**src/rtl/tick_timer_pkg.sv**
```systemverilog
// package of offsets, fields, reset values and timing counts for the tick timer
package tick_timer_pkg;
	// ************************************************************
	// register offsets (byte addresses within the block)
	// ************************************************************
	localparam logic [7:0] OFS_CONTROL = 8'h10; // control and status
	localparam logic [7:0] OFS_RELOAD = 8'h14; // tick_reload_value
	localparam logic [7:0] OFS_LIVE = 8'h18; // tick_live_count
	localparam logic [7:0] OFS_CALIB = 8'h1C; // tick_calibration
	localparam logic [7:0] OFS_IRQ_STATUS = 8'h20; // sticky event bits
	localparam logic [7:0] OFS_IRQ_MASK = 8'h24; // event mask
	// ************************************************************
	// field positions and widths
	// ************************************************************
	localparam int COUNT_W = 24; // live count and reload width
	localparam int BIT_ENABLE = 0; // control: run bit
	localparam int BIT_TICK_INT = 1; // control: tick_exception_enable
	localparam int BIT_CLK_SEL = 2; // control: count_clock_select
	localparam int BIT_COUNT_FLAG = 16; // control: counted-to-zero
	localparam int BIT_NO_REF = 31; // calibration: no_reference_flag
	localparam int BIT_INEXACT = 30; // calibration: calibration_inexact_flag
	localparam int IRQ_W = 1; // one event: wrap to zero
	// ************************************************************
	// reset values and constants
	// ************************************************************
	localparam logic NO_REF_RESET = 1'h0; // reference clock present
	localparam logic INEXACT_RESET = 1'h0; // value taken as exact
	localparam logic [23:0] TEN_MS_COUNT = 24'h0009C4; // ten_millisecond_count, not calibrated
	localparam logic [23:0] COUNT_RESET = 24'h000000; // undefined on power-up, zero chosen
	localparam int REF_DIVIDE = 32; // reference is oscillator over 32
	localparam logic [4:0] REF_DIV_LAST = 5'(REF_DIVIDE - 1); // divider terminal count
endpackage

```
**src/rtl/tick_ref_divider.sv**
```systemverilog
// divide-by-32 enable pulse generator for the reference count clock
`timescale 1ns/1ps
module tick_ref_divider
(
	input wire logic clk_in,
	input wire logic rst_n_in,
	input wire logic osc_tick_in, // one pulse per oscillator period
	output logic ref_tick_out // one pulse per 32 oscillator periods
);
	logic [4:0] div_q; // prescale count
	// ************************************************************
	// prescaler
	// ************************************************************
	// count oscillator pulses, emit on the terminal one
	always_ff @(posedge clk_in or negedge rst_n_in)
	begin
		if (!rst_n_in)
			div_q <= 5'h00;
		else if (osc_tick_in)
			div_q <= (div_q == tick_timer_pkg::REF_DIV_LAST) ? 5'h00 : div_q + 5'h01;
	end
	// pulse is combinational so it aligns with the oscillator tick
	assign ref_tick_out = osc_tick_in && (div_q == tick_timer_pkg::REF_DIV_LAST);
endmodule

```
**src/rtl/system_tick_timer_regs.sv**
```systemverilog
// system tick timer with control, reload, live count and calibration registers on wishbone
`timescale 1ns/1ps
// Overview of operation
// - reload field bits 23-0, upper zero
// - live count readable in bits 23-0
// - any live-count write zeroes the count
// - live-count write also clears counted flag
// - calibration bit 31 reads zero, reference present
// - calibration bit 30 reads zero, exact
// - calibration low 24 bits read-only count
// - calibration bits 29-24 read zero
// - counted flag clears on control read
// - enabling loads reload and starts counting
// - clock select: reference/32 or cpu clock
// - tick enable pends exception at zero
module system_tick_timer_regs
(
	input wire logic clk_in,
	input wire logic rst_n_in,
	input wire logic osc_tick_in, // oscillator reference pulse
	input wire logic wb_cyc_in,
	input wire logic wb_stb_in,
	input wire logic wb_we_in,
	input wire logic [7:0] wb_adr_in,
	input wire logic [3:0] wb_sel_in,
	input wire logic [31:0] wb_dat_in,
	output logic [31:0] wb_dat_out,
	output logic wb_ack_out,
	output logic tick_pend_out, // tick exception pend pulse
	output logic irq_out // level interrupt
);
	// ************************************************************
	// declarations
	// ************************************************************
	logic [23:0] count_q; // live count
	logic [23:0] reload_q; // reload value
	logic enable_q; // run bit
	logic tick_int_q; // tick_exception_enable
	logic clk_sel_q; // count_clock_select
	logic flag_q; // counted-to-zero
	logic [0:0] irq_stat_q; // sticky events
	logic [0:0] irq_mask_q; // event mask
	logic ack_q; // bus answer
	logic [31:0] rdata_q; // registered read data
	logic pend_q; // pend pulse register
	logic ref_tick; // reference count enable
	logic count_tick; // selected count enable
	logic access; // new bus cycle this edge
	logic wr; // write strobe
	logic rd; // read strobe
	logic wrap; // count leaving zero this tick
	logic enable_rise; // enable written from 0 to 1
	logic [31:0] rdata_d; // read mux
	logic [31:0] ctrl_word; // control read view
	logic [31:0] wmask; // byte-lane write mask
	logic [31:0] ctrl_new; // control after write
	// ************************************************************
	// count clock selection
	// ************************************************************
	tick_ref_divider u_div
	(
		.clk_in(clk_in),
		.rst_n_in(rst_n_in),
		.osc_tick_in(osc_tick_in),
		.ref_tick_out(ref_tick)
	);
	assign count_tick = clk_sel_q ? 1'b1 : ref_tick;
	// checks: count clock source
	// reference gates counting
	a_ref_select: assert property (@(posedge clk_in) disable iff (!rst_n_in)
		!clk_sel_q && !ref_tick |-> !count_tick)
		else $error("count tick without reference");
	a_ref_single: assert property (@(posedge clk_in) disable iff (!rst_n_in)
		ref_tick |=> !ref_tick)
		else $error("reference pulse longer than one cycle");
	// ************************************************************
	// bus decode
	// ************************************************************
	// one request per cycle; ack after one wait so ack_q gates repeats
	assign access = wb_cyc_in && wb_stb_in && !ack_q;
	assign wr = access && wb_we_in;
	assign rd = access && !wb_we_in;
	// byte enables expanded to a bit mask
	genvar gi;
	generate
		for (gi = 0; gi < 4; gi++)
		begin : g_lane
			assign wmask[gi*8 +: 8] = {8{wb_sel_in[gi]}};
		end
	endgenerate
	assign ctrl_word = {15'h0000, flag_q, 13'h0000, clk_sel_q, tick_int_q, enable_q};
	assign ctrl_new = (ctrl_word & ~wmask) | (wb_dat_in & wmask);
	assign enable_rise = wr && (wb_adr_in == tick_timer_pkg::OFS_CONTROL) && !enable_q
		&& ctrl_new[tick_timer_pkg::BIT_ENABLE];
	assign wrap = enable_q && count_tick && (count_q == 24'h000000);
	// ************************************************************
	// control register
	// ************************************************************
	// run, interrupt enable and source select bits
	always_ff @(posedge clk_in or negedge rst_n_in)
	begin
		if (!rst_n_in)
		begin
			enable_q <= 1'b0;
			tick_int_q <= 1'b0;
			clk_sel_q <= 1'b0;
		end
		else if (wr && wb_adr_in == tick_timer_pkg::OFS_CONTROL)
		begin
			enable_q <= ctrl_new[tick_timer_pkg::BIT_ENABLE];
			tick_int_q <= ctrl_new[tick_timer_pkg::BIT_TICK_INT];
			clk_sel_q <= ctrl_new[tick_timer_pkg::BIT_CLK_SEL];
		end
	end
	// checks: control register
	// control bits take write
	a_ctrl_write: assert property (@(posedge clk_in) disable iff (!rst_n_in)
		wr && wb_adr_in == tick_timer_pkg::OFS_CONTROL && wb_sel_in[0]
		|=> enable_q == $past(wb_dat_in[tick_timer_pkg::BIT_ENABLE])
		&& tick_int_q == $past(wb_dat_in[tick_timer_pkg::BIT_TICK_INT])
		&& clk_sel_q == $past(wb_dat_in[tick_timer_pkg::BIT_CLK_SEL]))
		else $error("control bits not written");
	// ************************************************************
	// reload register
	// ************************************************************
	// undefined at power-up in the part; zero here for determinism
	always_ff @(posedge clk_in or negedge rst_n_in)
	begin
		if (!rst_n_in)
			reload_q <= tick_timer_pkg::COUNT_RESET;
		else if (wr && wb_adr_in == tick_timer_pkg::OFS_RELOAD)
			reload_q <= (reload_q & ~wmask[23:0]) | (wb_dat_in[23:0] & wmask[23:0]);
	end
	// checks: reload register
	// full-lane write stores field
	a_reload_write: assert property (@(posedge clk_in) disable iff (!rst_n_in)
		wr && wb_adr_in == tick_timer_pkg::OFS_RELOAD && wb_sel_in == 4'hF
		|=> reload_q == $past(wb_dat_in[23:0]))
		else $error("reload field not stored");
	// ************************************************************
	// live counter
	// ************************************************************
	// live write beats enable load, which beats counting
	always_ff @(posedge clk_in or negedge rst_n_in)
	begin
		if (!rst_n_in)
			count_q <= tick_timer_pkg::COUNT_RESET;
		else if (wr && wb_adr_in == tick_timer_pkg::OFS_LIVE)
			count_q <= 24'h000000;
		else if (enable_rise)
			count_q <= reload_q;
		else if (wrap)
			count_q <= reload_q;
		else if (enable_q && count_tick)
			count_q <= count_q - 24'h000001;
	end
	// checks: live counter
	// write forces zero
	a_live_write_zero: assert property (@(posedge clk_in) disable iff (!rst_n_in)
		wr && wb_adr_in == tick_timer_pkg::OFS_LIVE |=> count_q == 24'h000000)
		else $error("live write did not zero count");
	a_enable_loads: assert property (@(posedge clk_in) disable iff (!rst_n_in)
		enable_rise |=> enable_q && count_q == $past(reload_q))
		else $error("enable did not load reload");
	a_disabled_hold: assert property (@(posedge clk_in) disable iff (!rst_n_in)
		!enable_q && !access |=> $stable(count_q))
		else $error("count moved while stopped");
	a_count_step: assert property (@(posedge clk_in) disable iff (!rst_n_in)
		enable_q && count_tick && count_q != 24'h000000 && !access
		|=> count_q == $past(count_q) - 24'h000001)
		else $error("count did not step down");
	a_wrap_reload: assert property (@(posedge clk_in) disable iff (!rst_n_in)
		wrap && !(wr && wb_adr_in == tick_timer_pkg::OFS_LIVE) |=> count_q == $past(reload_q))
		else $error("count not reloaded at wrap");
	// ************************************************************
	// counted-to-zero flag
	// ************************************************************
	// a wrap in the clearing cycle wins so no event is lost
	always_ff @(posedge clk_in or negedge rst_n_in)
	begin
		if (!rst_n_in)
			flag_q <= 1'b0;
		else if (wrap)
			flag_q <= 1'b1;
		else if (rd && wb_adr_in == tick_timer_pkg::OFS_CONTROL)
			flag_q <= 1'b0;
		else if (wr && wb_adr_in == tick_timer_pkg::OFS_LIVE)
			flag_q <= 1'b0;
	end
	// checks: counted-to-zero flag
	// live write clears flag
	a_live_write_flag: assert property (@(posedge clk_in) disable iff (!rst_n_in)
		wr && wb_adr_in == tick_timer_pkg::OFS_LIVE && !wrap |=> !flag_q)
		else $error("flag not cleared by live write");
	a_read_clears_flag: assert property (@(posedge clk_in) disable iff (!rst_n_in)
		rd && wb_adr_in == tick_timer_pkg::OFS_CONTROL && !wrap |=> !flag_q)
		else $error("control read did not clear flag");
	// ************************************************************
	// exception pend and interrupt
	// ************************************************************
	// pend on wrap
	always_ff @(posedge clk_in or negedge rst_n_in)
	begin
		if (!rst_n_in)
			pend_q <= 1'b0;
		else
			pend_q <= wrap && tick_int_q;
	end
	assign tick_pend_out = pend_q;
	// checks: exception pend
	// pend follows tick enable
	a_pend_on_wrap: assert property (@(posedge clk_in) disable iff (!rst_n_in)
		wrap |=> tick_pend_out == $past(tick_int_q) && flag_q)
		else $error("pend or flag wrong at wrap");
	a_no_pend_off: assert property (@(posedge clk_in) disable iff (!rst_n_in)
		!tick_int_q |=> !tick_pend_out)
		else $error("pend while tick exception disabled");
	// sticky status, write one to clear, set wins
	always_ff @(posedge clk_in or negedge rst_n_in)
	begin
		if (!rst_n_in)
			irq_stat_q <= 1'b0;
		else if (wrap)
			irq_stat_q <= 1'b1;
		else if (wr && wb_adr_in == tick_timer_pkg::OFS_IRQ_STATUS && wb_sel_in[0] && wb_dat_in[0])
			irq_stat_q <= 1'b0;
	end
	// mask: one enables the event onto irq_out
	always_ff @(posedge clk_in or negedge rst_n_in)
	begin
		if (!rst_n_in)
			irq_mask_q <= 1'b0;
		else if (wr && wb_adr_in == tick_timer_pkg::OFS_IRQ_MASK && wb_sel_in[0])
			irq_mask_q <= wb_dat_in[0];
	end
	assign irq_out = |(irq_stat_q & irq_mask_q);
	// checks: interrupt status and mask
	// a wrap always marks the status bit, whatever the mask
	a_status_on_wrap: assert property (@(posedge clk_in) disable iff (!rst_n_in) // status set
		wrap |=> irq_stat_q[0])
		else $error("status not set at wrap");
	// write one clears unless a wrap lands in the same cycle
	a_status_clear: assert property (@(posedge clk_in) disable iff (!rst_n_in) // status clear
		wr && wb_adr_in == tick_timer_pkg::OFS_IRQ_STATUS && wb_sel_in[0] && wb_dat_in[0] && !wrap
		|=> !irq_stat_q[0])
		else $error("status not cleared by write one");
	// mask follows lane 0 writes
	a_mask_write: assert property (@(posedge clk_in) disable iff (!rst_n_in) // mask write
		wr && wb_adr_in == tick_timer_pkg::OFS_IRQ_MASK && wb_sel_in[0]
		|=> irq_mask_q[0] == $past(wb_dat_in[0]))
		else $error("mask not written");
	// ************************************************************
	// read mux and answer
	// ************************************************************
	// unregistered view, captured into rdata_q only on a read
	always_comb
	begin
		rdata_d = 32'h00000000;
		case (wb_adr_in)
			tick_timer_pkg::OFS_CONTROL: rdata_d = ctrl_word;
			tick_timer_pkg::OFS_RELOAD: rdata_d = {8'h00, reload_q};
			tick_timer_pkg::OFS_LIVE: rdata_d = {8'h00, count_q};
			tick_timer_pkg::OFS_CALIB: rdata_d = {tick_timer_pkg::NO_REF_RESET,
				tick_timer_pkg::INEXACT_RESET, 6'h00, tick_timer_pkg::TEN_MS_COUNT};
			tick_timer_pkg::OFS_IRQ_STATUS: rdata_d = {31'h00000000, irq_stat_q};
			tick_timer_pkg::OFS_IRQ_MASK: rdata_d = {31'h00000000, irq_mask_q};
			// unmapped offsets read zero and still ack
			default: rdata_d = 32'h00000000;
		endcase
	end
	// ack one cycle after the request, dropped next cycle
	always_ff @(posedge clk_in or negedge rst_n_in)
	begin
		if (!rst_n_in)
		begin
			ack_q <= 1'b0;
			rdata_q <= 32'h00000000;
		end
		else
		begin
			ack_q <= access;
			if (rd)
				rdata_q <= rdata_d;
		end
	end
	assign wb_ack_out = ack_q;
	assign wb_dat_out = rdata_q;
	// checks: read data
	// reload read upper zero
	a_reload_upper_zero: assert property (@(posedge clk_in) disable iff (!rst_n_in)
		ack_q && $past(rd) && $past(wb_adr_in) == tick_timer_pkg::OFS_RELOAD |-> wb_dat_out[31:24] == 8'h00)
		else $error("reload upper bits not zero");
	a_live_read_value: assert property (@(posedge clk_in) disable iff (!rst_n_in)
		rd && wb_adr_in == tick_timer_pkg::OFS_LIVE |=> wb_dat_out == {8'h00, $past(count_q)})
		else $error("live read wrong");
	a_calib_top_bits: assert property (@(posedge clk_in) disable iff (!rst_n_in)
		rd && wb_adr_in == tick_timer_pkg::OFS_CALIB |=> wb_dat_out[31:24] == 8'h00)
		else $error("calibration flags wrong");
	a_calib_calibration_inexact_flag: assert property (@(posedge clk_in) disable iff (!rst_n_in)
		rd && wb_adr_in == tick_timer_pkg::OFS_CALIB
		|=> wb_dat_out[tick_timer_pkg::BIT_INEXACT] == tick_timer_pkg::INEXACT_RESET)
		else $error("calibration inexact flag wrong");
	a_calib_mid_zero: assert property (@(posedge clk_in) disable iff (!rst_n_in)
		rd && wb_adr_in == tick_timer_pkg::OFS_CALIB |=> wb_dat_out[29:24] == 6'h00)
		else $error("calibration reserved bits not zero");
	a_calib_count: assert property (@(posedge clk_in) disable iff (!rst_n_in)
		rd && wb_adr_in == tick_timer_pkg::OFS_CALIB |=> wb_dat_out[23:0] == tick_timer_pkg::TEN_MS_COUNT)
		else $error("calibration count wrong");
	// read data stands until the next read, writes leave it alone
	a_dat_holds: assert property (@(posedge clk_in) disable iff (!rst_n_in) // read hold
		!rd |=> $stable(wb_dat_out))
		else $error("read data changed without a read");
	// checks: bus answer
	// ack_q also blocks a second take of the request still held
	a_ack_after_take: assert property (@(posedge clk_in) disable iff (!rst_n_in) // bus answer
		access |=> ack_q)
		else $error("request not answered next cycle");
	// ack is a single-cycle pulse
	a_ack_single: assert property (@(posedge clk_in) disable iff (!rst_n_in) // bus answer
		ack_q |=> !ack_q)
		else $error("ack held longer than one cycle");
endmodule

```
**config.mk**
```make
export PLATFORM = sky130hd
export DESIGN_NAME = system_tick_timer_regs
export DESIGN_NICKNAME = d
export VERILOG_FILES = /design/src/rtl/tick_timer_pkg.sv /design/src/rtl/tick_ref_divider.sv /design/src/rtl/system_tick_timer_regs.sv
export SDC_FILE = /design/constraint.sdc
export NUM_CORES = 1
export LEC_CHECK = 0
export BUFFER_PORTS_ARGS = -buffer_cell sky130_fd_sc_hd__buf_2
export CORE_ASPECT_RATIO = 0.7
export CORE_UTILIZATION = 50
export DETAILED_ROUTE_END_ITERATION = 7
export GPL_ROUTABILITY_DRIVEN = 0
export GPL_TIMING_DRIVEN = 0
export PLACE_DENSITY = 0.83
export SLEW_MARGIN = 30
export SYNTH_ARGS = -nofsm -noshare
export SYNTH_HDL_FRONTEND = slang
export SYNTH_SLANG_ARGS = --single-unit
export TNS_END_PERCENT = 20
```
**constraint.sdc**
```tcl
create_clock -name clk_in -period 2.7 [get_ports clk_in]
set_input_delay 0.54 -clock clk_in [delete_from_list [all_inputs] [get_ports clk_in]]
set_output_delay 0.54 -clock clk_in [all_outputs]
set_load 0.1 [all_outputs]
```
==> results of run 1 <==
power by group through the flow:
stage                     Clock (mW)  Combinational [mW]  Sequential [mW]
after floorplan                    0               0.170             1.37
after global placement             0               0.254             1.37
after detailed placement           0               0.271             1.37
after CTS                       1.09               0.271             1.35
after global routing            1.14               0.297             1.36
final                           1.09               0.269             1.35
routing by layer:
metal | track usage (%) | vias up | part of all wire, % | wire length (um)
met5 | 0 | - | 0 | 0
met4 | 7.01 | 0 | 1.2 | 123
met3 | 6.87 | 16 | 8.3 | 853
met2 | 37.8 | 148 | 44 | 4580
met1 | 33.6 | 1686 | 46 | 4780
li1 | - | 1602 | - | -
per-stage QoR:
step	hold slack, ps	std cells	util [%]
2_1_floorplan	244	409	-
3_3_place_gp	439	595	57.9
3_5_place_dp	466	596	58.3
4_1_cts	107	610	61.3
5_1_grt	119	610	61.3
6_report	93.5	610	61.3
cell usage after synthesis, types with 4 or more instances:
cell type,number,share of area [%]
mux2i_1,5,1.1
nand2_1,35,3.0
inv_1,4,0.34
mux2_2,32,8.2
o21ai_1,4,0.45
a21oi_1,10,1.1
a22oi_1,16,2.7
and2_1,4,0.57
nor3_1,7,0.79
buf_2,4,0.45
a211oi_2,21,5.9
nor2_1,36,3.1
nand3_1,11,1.2
nand2b_1,4,0.57
xor2_1,13,2.6
dfrtp_1,85,48
ha_1,4,1.1
o31ai_1,4,0.68
o21ai_0,20,2.3
buf_6,5,1.3
buf_4,11,1.9
clkbuf_1,11,0.93
xnor2_1,10,2.0
final timing paths:
check	end	slack (ps)	cells after the start
worst max-delay path	count_q[13]	140	9
worst min-delay path	count_q[22]	90	1
worst max register to register	count_q[13]	140	9
worst min register to register	wb_ack_out	460	1
max in group asynchronous	count_q[8]	2060	2
min in group clk_in	flip-flop	420	2
cells by family (layout without fill, tap and decap cells):
kind of cell	Yosys count	after routing	synth area share [%]
simple gates	135	135	17.5
flops	85	85	48.1
compound gates	82	82	14.5
mux	37	37	9.28
buf+inv	35	116	4.87
xor+xnor	23	23	4.56
fa+ha+maj	4	4	1.13
other cells	1	8	0.0848
area by class of cell:
| class | count | area (um^2) |
|---|---|---|
| sequential | 85 | 2130 |
| tap | 120 | 150 |
| clock inverter | 3 | 15.0 |
| buffer | 31 | 200 |
| timing repair buffer | 67 | 364 |
| inverter | 4 | 15.0 |
| clock buffer | 11 | 233 |
| fill | 712 | 3300 |
| multi-input combinational | 289 | 2110 |
worst max-delay path: cells and delay by family, from the launching register on:
family                     cells  cell delay (ps)
AOI/OAI and AO/OA              3              740
adders and majority gates      2              470
buffers and inverters          1              430
DFF                            1              410
and+or+nand+nor                3              420
==> impl_metrics.tcl, run 1 <==
set metrics [dict create \
    status "finished clean" \
    crit_path_top_delay_cell "clkbuf_1" \
    antenna_found_initial 0 \
    synthArstFlopShare_pct 100 \
    p_leak_nw 2.58 \
    p_int_mw 2.02 \
    fp.dieH_um 80.7 \
    final.setup.worst_slack_ps 140 \
    area_delta_synth_final_pct 18.0 \
    p_sw_share_pct 25.3 \
    crit_chain "ha_1 -> and3_1 -> ha_1 -> a21oi_1 -> nor4_2 -> a32oi_1 -> clkbuf_1 -> nor2_1 -> a211oi_2" \
    clock-sinks 85 \
    final_area_um2 5220 \
    fin_crit_ps 2560 \
    place_ws_ps 48.9 \
    crit_required_ps 2950 \
    critical_path_class "reg2reg" \
    grt_max_degree 48 \
    grt_usage_pct 24.5 \
    worstPathArrival_ps 2810 \
    avgSynthCellArea_um2 11.0 \
    via_per_inst 5.66 \
    rsz0062_at_grt "false" \
    tns_ps 0 \
    power.switching_uw 684 \
    cp-end-kind "flip-flop" \
    final_cell_mix "dfrtp_1, buf_2, nor2_1" \
    postCtsSetupBuffers 0 \
    yosysWarnings 0 \
    hold_class "in2async" \
    cts_resized 0 \
    cts_tree "built" \
    cts_buffers 9 \
    setup_violations 0 \
    synth-main-ff-cell "dfrtp_1" \
    pwr-share-comb_pct 9.9 \
    grt-ovfl-total 0 \
    wire_per_inst_um 16.9 \
    finalNetCount 541 \
    synth_edf_count 0 \
    max_slew.worst_pin.slew_ps 668 \
    slowest_delay_ps 430 \
    dr_total_vias 3452 \
    dpl-instance-area_um2 4970 \
    drv_slew 0 \
    synth.distinct_cells 54 \
    clkPwrFrac_pct 40.1 \
    grt_pass1_vias 3291 \
    start_util_pct 51.9 \
    final_hold_viol_count 0 \
    hpwl_um 7620 \
    synth_seq_cells 85 \
    port_buffers 66 \
    drt-pass1-iter-count 4 \
    crit_start "u_div.div_q[0]" \
    vdd_drop_max_uv 384 \
    p_per_area_nw_per_um2 519 \
    clk_root_buffer_cell "clkbuf_16" \
    rows 28 \
    cts_max_path_buffers 2 \
    grt_pass1_wl_um 16900 \
    slew-limit-headroom_pct 55.1 \
    start_kind "flip-flop" \
    critPathMostFrequentCell "ha_1" \
    final_common_cell "dfrtp_1" \
    synthCells 402 \
    hold_buffers 0 \
    n_antenna_cell 0 \
    route.detailed.drc 0 \
    die_w_um 114 \
    die_area_um2 9230 \
    clkLatencyLatePin_ps 350 \
    drtIter0Drc 225 \
    totalPowerFinal_mw 2.71 \
    core_um2 8510 \
    ys_seq_area_share_pct 48.1 \
    min_period_over_period_pct 94.8 \
    drt-total-wl_um 10300 \
    max_clock_freq_mhz 391 \
    p_seq_share_pct 50.0 \
    drtAntennaViolNets 0 \
    r2r-start "u_div.div_q[0]" \
    drv_cap 0 \
    critical_path_peak_fanout 10 \
    synth_area_um2 4420 \
    htreeDepth 3 \
    path_clk_slew_ps 60 \
    clock_skew_ps 10.1 \
    ios 85 \
    drive_gt1_share_pct 34.3 \
]
No activity file was read; power rests on OpenSTA's default activity.
==> run 2: changes to the inputs <==
--- a/config.mk
+++ b/config.mk
@@ -5,13 +5,14 @@
 export SDC_FILE = /design/constraint.sdc
 export NUM_CORES = 1
 export LEC_CHECK = 0
+export ABC_AREA = 1
 export BUFFER_PORTS_ARGS = -buffer_cell sky130_fd_sc_hd__buf_2
 export CORE_ASPECT_RATIO = 0.7
 export CORE_UTILIZATION = 50
 export DETAILED_ROUTE_END_ITERATION = 7
 export GPL_ROUTABILITY_DRIVEN = 0
 export GPL_TIMING_DRIVEN = 0
-export PLACE_DENSITY = 0.83
+export PLACE_DENSITY = 0.82
 export SLEW_MARGIN = 30
 export SYNTH_ARGS = -nofsm -noshare
 export SYNTH_HDL_FRONTEND = slang
==> impl_metrics.tcl, run 2 <==
set metrics [dict create \
    route.detailed.drc 0 \
    wire_per_inst_um 14.6 \
    place_ws_ps 392 \
    synth_top_area_share_pct 43.3 \
    crit_path_top_delay_cell "nor2_1" \
    drive_gt1_share_pct 15.4 \
    final_hold_viol_count 0 \
    drv_cap 0 \
    yosys.area_share.simple_pct 36.5 \
    clkLatencyLatePin_ps 350 \
    p_leak_nw 3.32 \
    cp-end-kind "flip-flop" \
    grt_usage_pct 27.6 \
    clk_root_buffer_cell "clkbuf_16" \
    critPathMostFrequentCell "inv_1" \
    core_um2 9290 \
    final_common_cell "nand2_1" \
    synthArstFlopShare_pct 100 \
    drtAntennaViolNets 0 \
    cts_buffers 9 \
    synth_area_leaders "dfrtp_1, nand2_1, nand3_1" \
    crit_required_ps 2980 \
    hold_class "in2async" \
    cts_max_path_buffers 2 \
    worstPathArrival_ps 2680 \
    drtIter0Drc 536 \
    port_buffers 65 \
    post-synth-top-count-cell "nand2_1" \
    drt-total-wl_um 13400 \
    rows 29 \
    muxShareOfSynthArea_pct 0.229 \
    die_area_um2 10200 \
    min_period_over_period_pct 89.0 \
    hpwl_um 9880 \
    htreeDepth 3 \
    synth_top_family_by_area "simple AND/OR/NAND/NOR gates" \
    synth-main-ff-cell "dfrtp_1" \
    synth_top_area_cell "dfrtp_1" \
    hold_buffers 0 \
    path_clk_slew_ps 60 \
    grt-ovfl-total 0 \
    fp.dieH_um 84.9 \
    totalPowerFinal_mw 3.23 \
    setup_violations 0 \
    synth_seq_cells 85 \
    drv_slew 0 \
    postCtsSetupBuffers 0 \
    rsz0062_at_grt "false" \
    max_slew.worst_pin.slew_ps 618 \
    dr_total_vias 4962 \
    synth.distinct_cells 34 \
    cts_resized 0 \
    slew-limit-headroom_pct 58.7 \
    drt-pass1-iter-count 5 \
    dpl-instance-area_um2 5450 \
    area_delta_synth_final_pct 17.9 \
    max_clock_freq_mhz 416 \
    tns_ps 0 \
    synth_commonest_cells "nand2_1, dfrtp_1, nand3_1, inv_1, nor2_1" \
    synthCells 702 \
    crit_family "simple AND/OR/NAND/NOR gates" \
    antenna_found_initial 0 \
    fin_crit_ps 2400 \
    critical_path_class "reg2reg" \
    critical_path_peak_fanout 10 \
    avgSynthCellArea_um2 7.00 \
    grt_max_degree 61 \
    via_per_inst 5.42 \
    worst-path-buf-inv 4 \
    start_util_pct 52.9 \
    final_cell_mix "nand2_1, dfrtp_1, nand3_1" \
    n_antenna_cell 0 \
    finish.utilization_pct 62.4 \
    synth_edf_count 0 \
    grt_pass1_wl_um 22000 \
    clock-sinks 85 \
    slowest_delay_ps 410 \
    synth_compound_area_share_pct 7.77 \
    start_kind "flip-flop" \
    status "finished clean" \
    clock_skew_ps 7.66 \
    ios 85 \
    ys_seq_area_share_pct 43.3 \
    synth_xor_xnor_area_share_pct 1.07 \
    synth_area_um2 4910 \
    cts_tree "built" \
    final_area_um2 5790 \
    yosysWarnings 0 \
    final.setup.worst_slack_ps 298 \
    die_w_um 120 \
    finalNetCount 840 \
    synth_fa_ha_area_share_pct 1.02 \
    grt_pass1_vias 4478 \
    p_per_area_nw_per_um2 557 \
    vdd_drop_max_uv 510 \
    crit_chain "ha_1 -> inv_1 -> nor2_1 -> ha_1 -> nand2_1 -> inv_1 -> o21ai_4 -> inv_1 -> nor2_1 -> buf_2 -> nand3_1 -> nand2_1" \
]
-- run 2: report_power, final --
group,internal [mW],leakage [nW],total (mW),switching (mW)
registers,1.32,1.08,1.35,0.0342
logic,0.148,2.08,0.451,0.303
clock network,0.904,0.163,1.42,0.519
-- run 2: cell families after synthesis --
kind of cell,count (synthesis)
AOI/OAI and AO/OA,67
xor gates and xnor gates,6
adders and majority gates,4
buffers and inverters,111
DFF,85
muxes,1
other,1
and+or+nand+nor,427
-- run 2: through the flow --
| stage | hold slack [ps] | std cells |
|---|---|---|
| after global routing | 56.6 | 915 |
| after global placement | 459 | 898 |
| after floorplan | 244 | 709 |
| after detailed placement | 424 | 899 |
| after CTS | 54.8 | 915 |
| final | 46.3 | 915 |
-- run 2: final timing paths --
path                                       end  cells after the start  slack [ps]            from
worst max register to register     count_q[14]                     12         300  u_div.div_q[0]
min in group clk_in                  flip-flop                      3         430    wb_dat_in[8]
worst max-delay path               count_q[14]                     12         300  u_div.div_q[0]
worst min-delay path             wb_dat_out[9]                      1          50        rst_n_in
worst min register to register  wb_dat_out[18]                      2         480  wb_dat_out[18]
max in group asynchronous       u_div.div_q[4]                      2        2060        rst_n_in
-- run 2: per-layer routing --
layer | vias up | global-route usage [%] | share of wire, %
met1 | 2259 | 40.2 | 45
met5 | - | 0 | 0
li1 | 2369 | - | -
met3 | 32 | 6.05 | 12
met4 | 0 | 8.53 | 1.7
met2 | 302 | 41.0 | 42
-- run 2: cell type report --
cell class | instances | area (um^2)
fill | 864 | 3490
multi-input combinational | 513 | 2320
sequential | 85 | 2130
timing repair buffer | 66 | 359
inverter | 80 | 300
clock buffer | 10 | 229
buffer | 31 | 191
tap | 124 | 155
clock inverter | 6 | 111
-- run 2: worst reg2reg max path, cell delays in order, from the launching register on --
cell,delay (ps)
dfrtp_1,400
ha_1,220
inv_1,80
nor2_1,50
ha_1,160
nand2_1,70
inv_1,110
o21ai_4,220
inv_1,80
nor2_1,410
buf_2,340
nand3_1,120
nand2_1,80
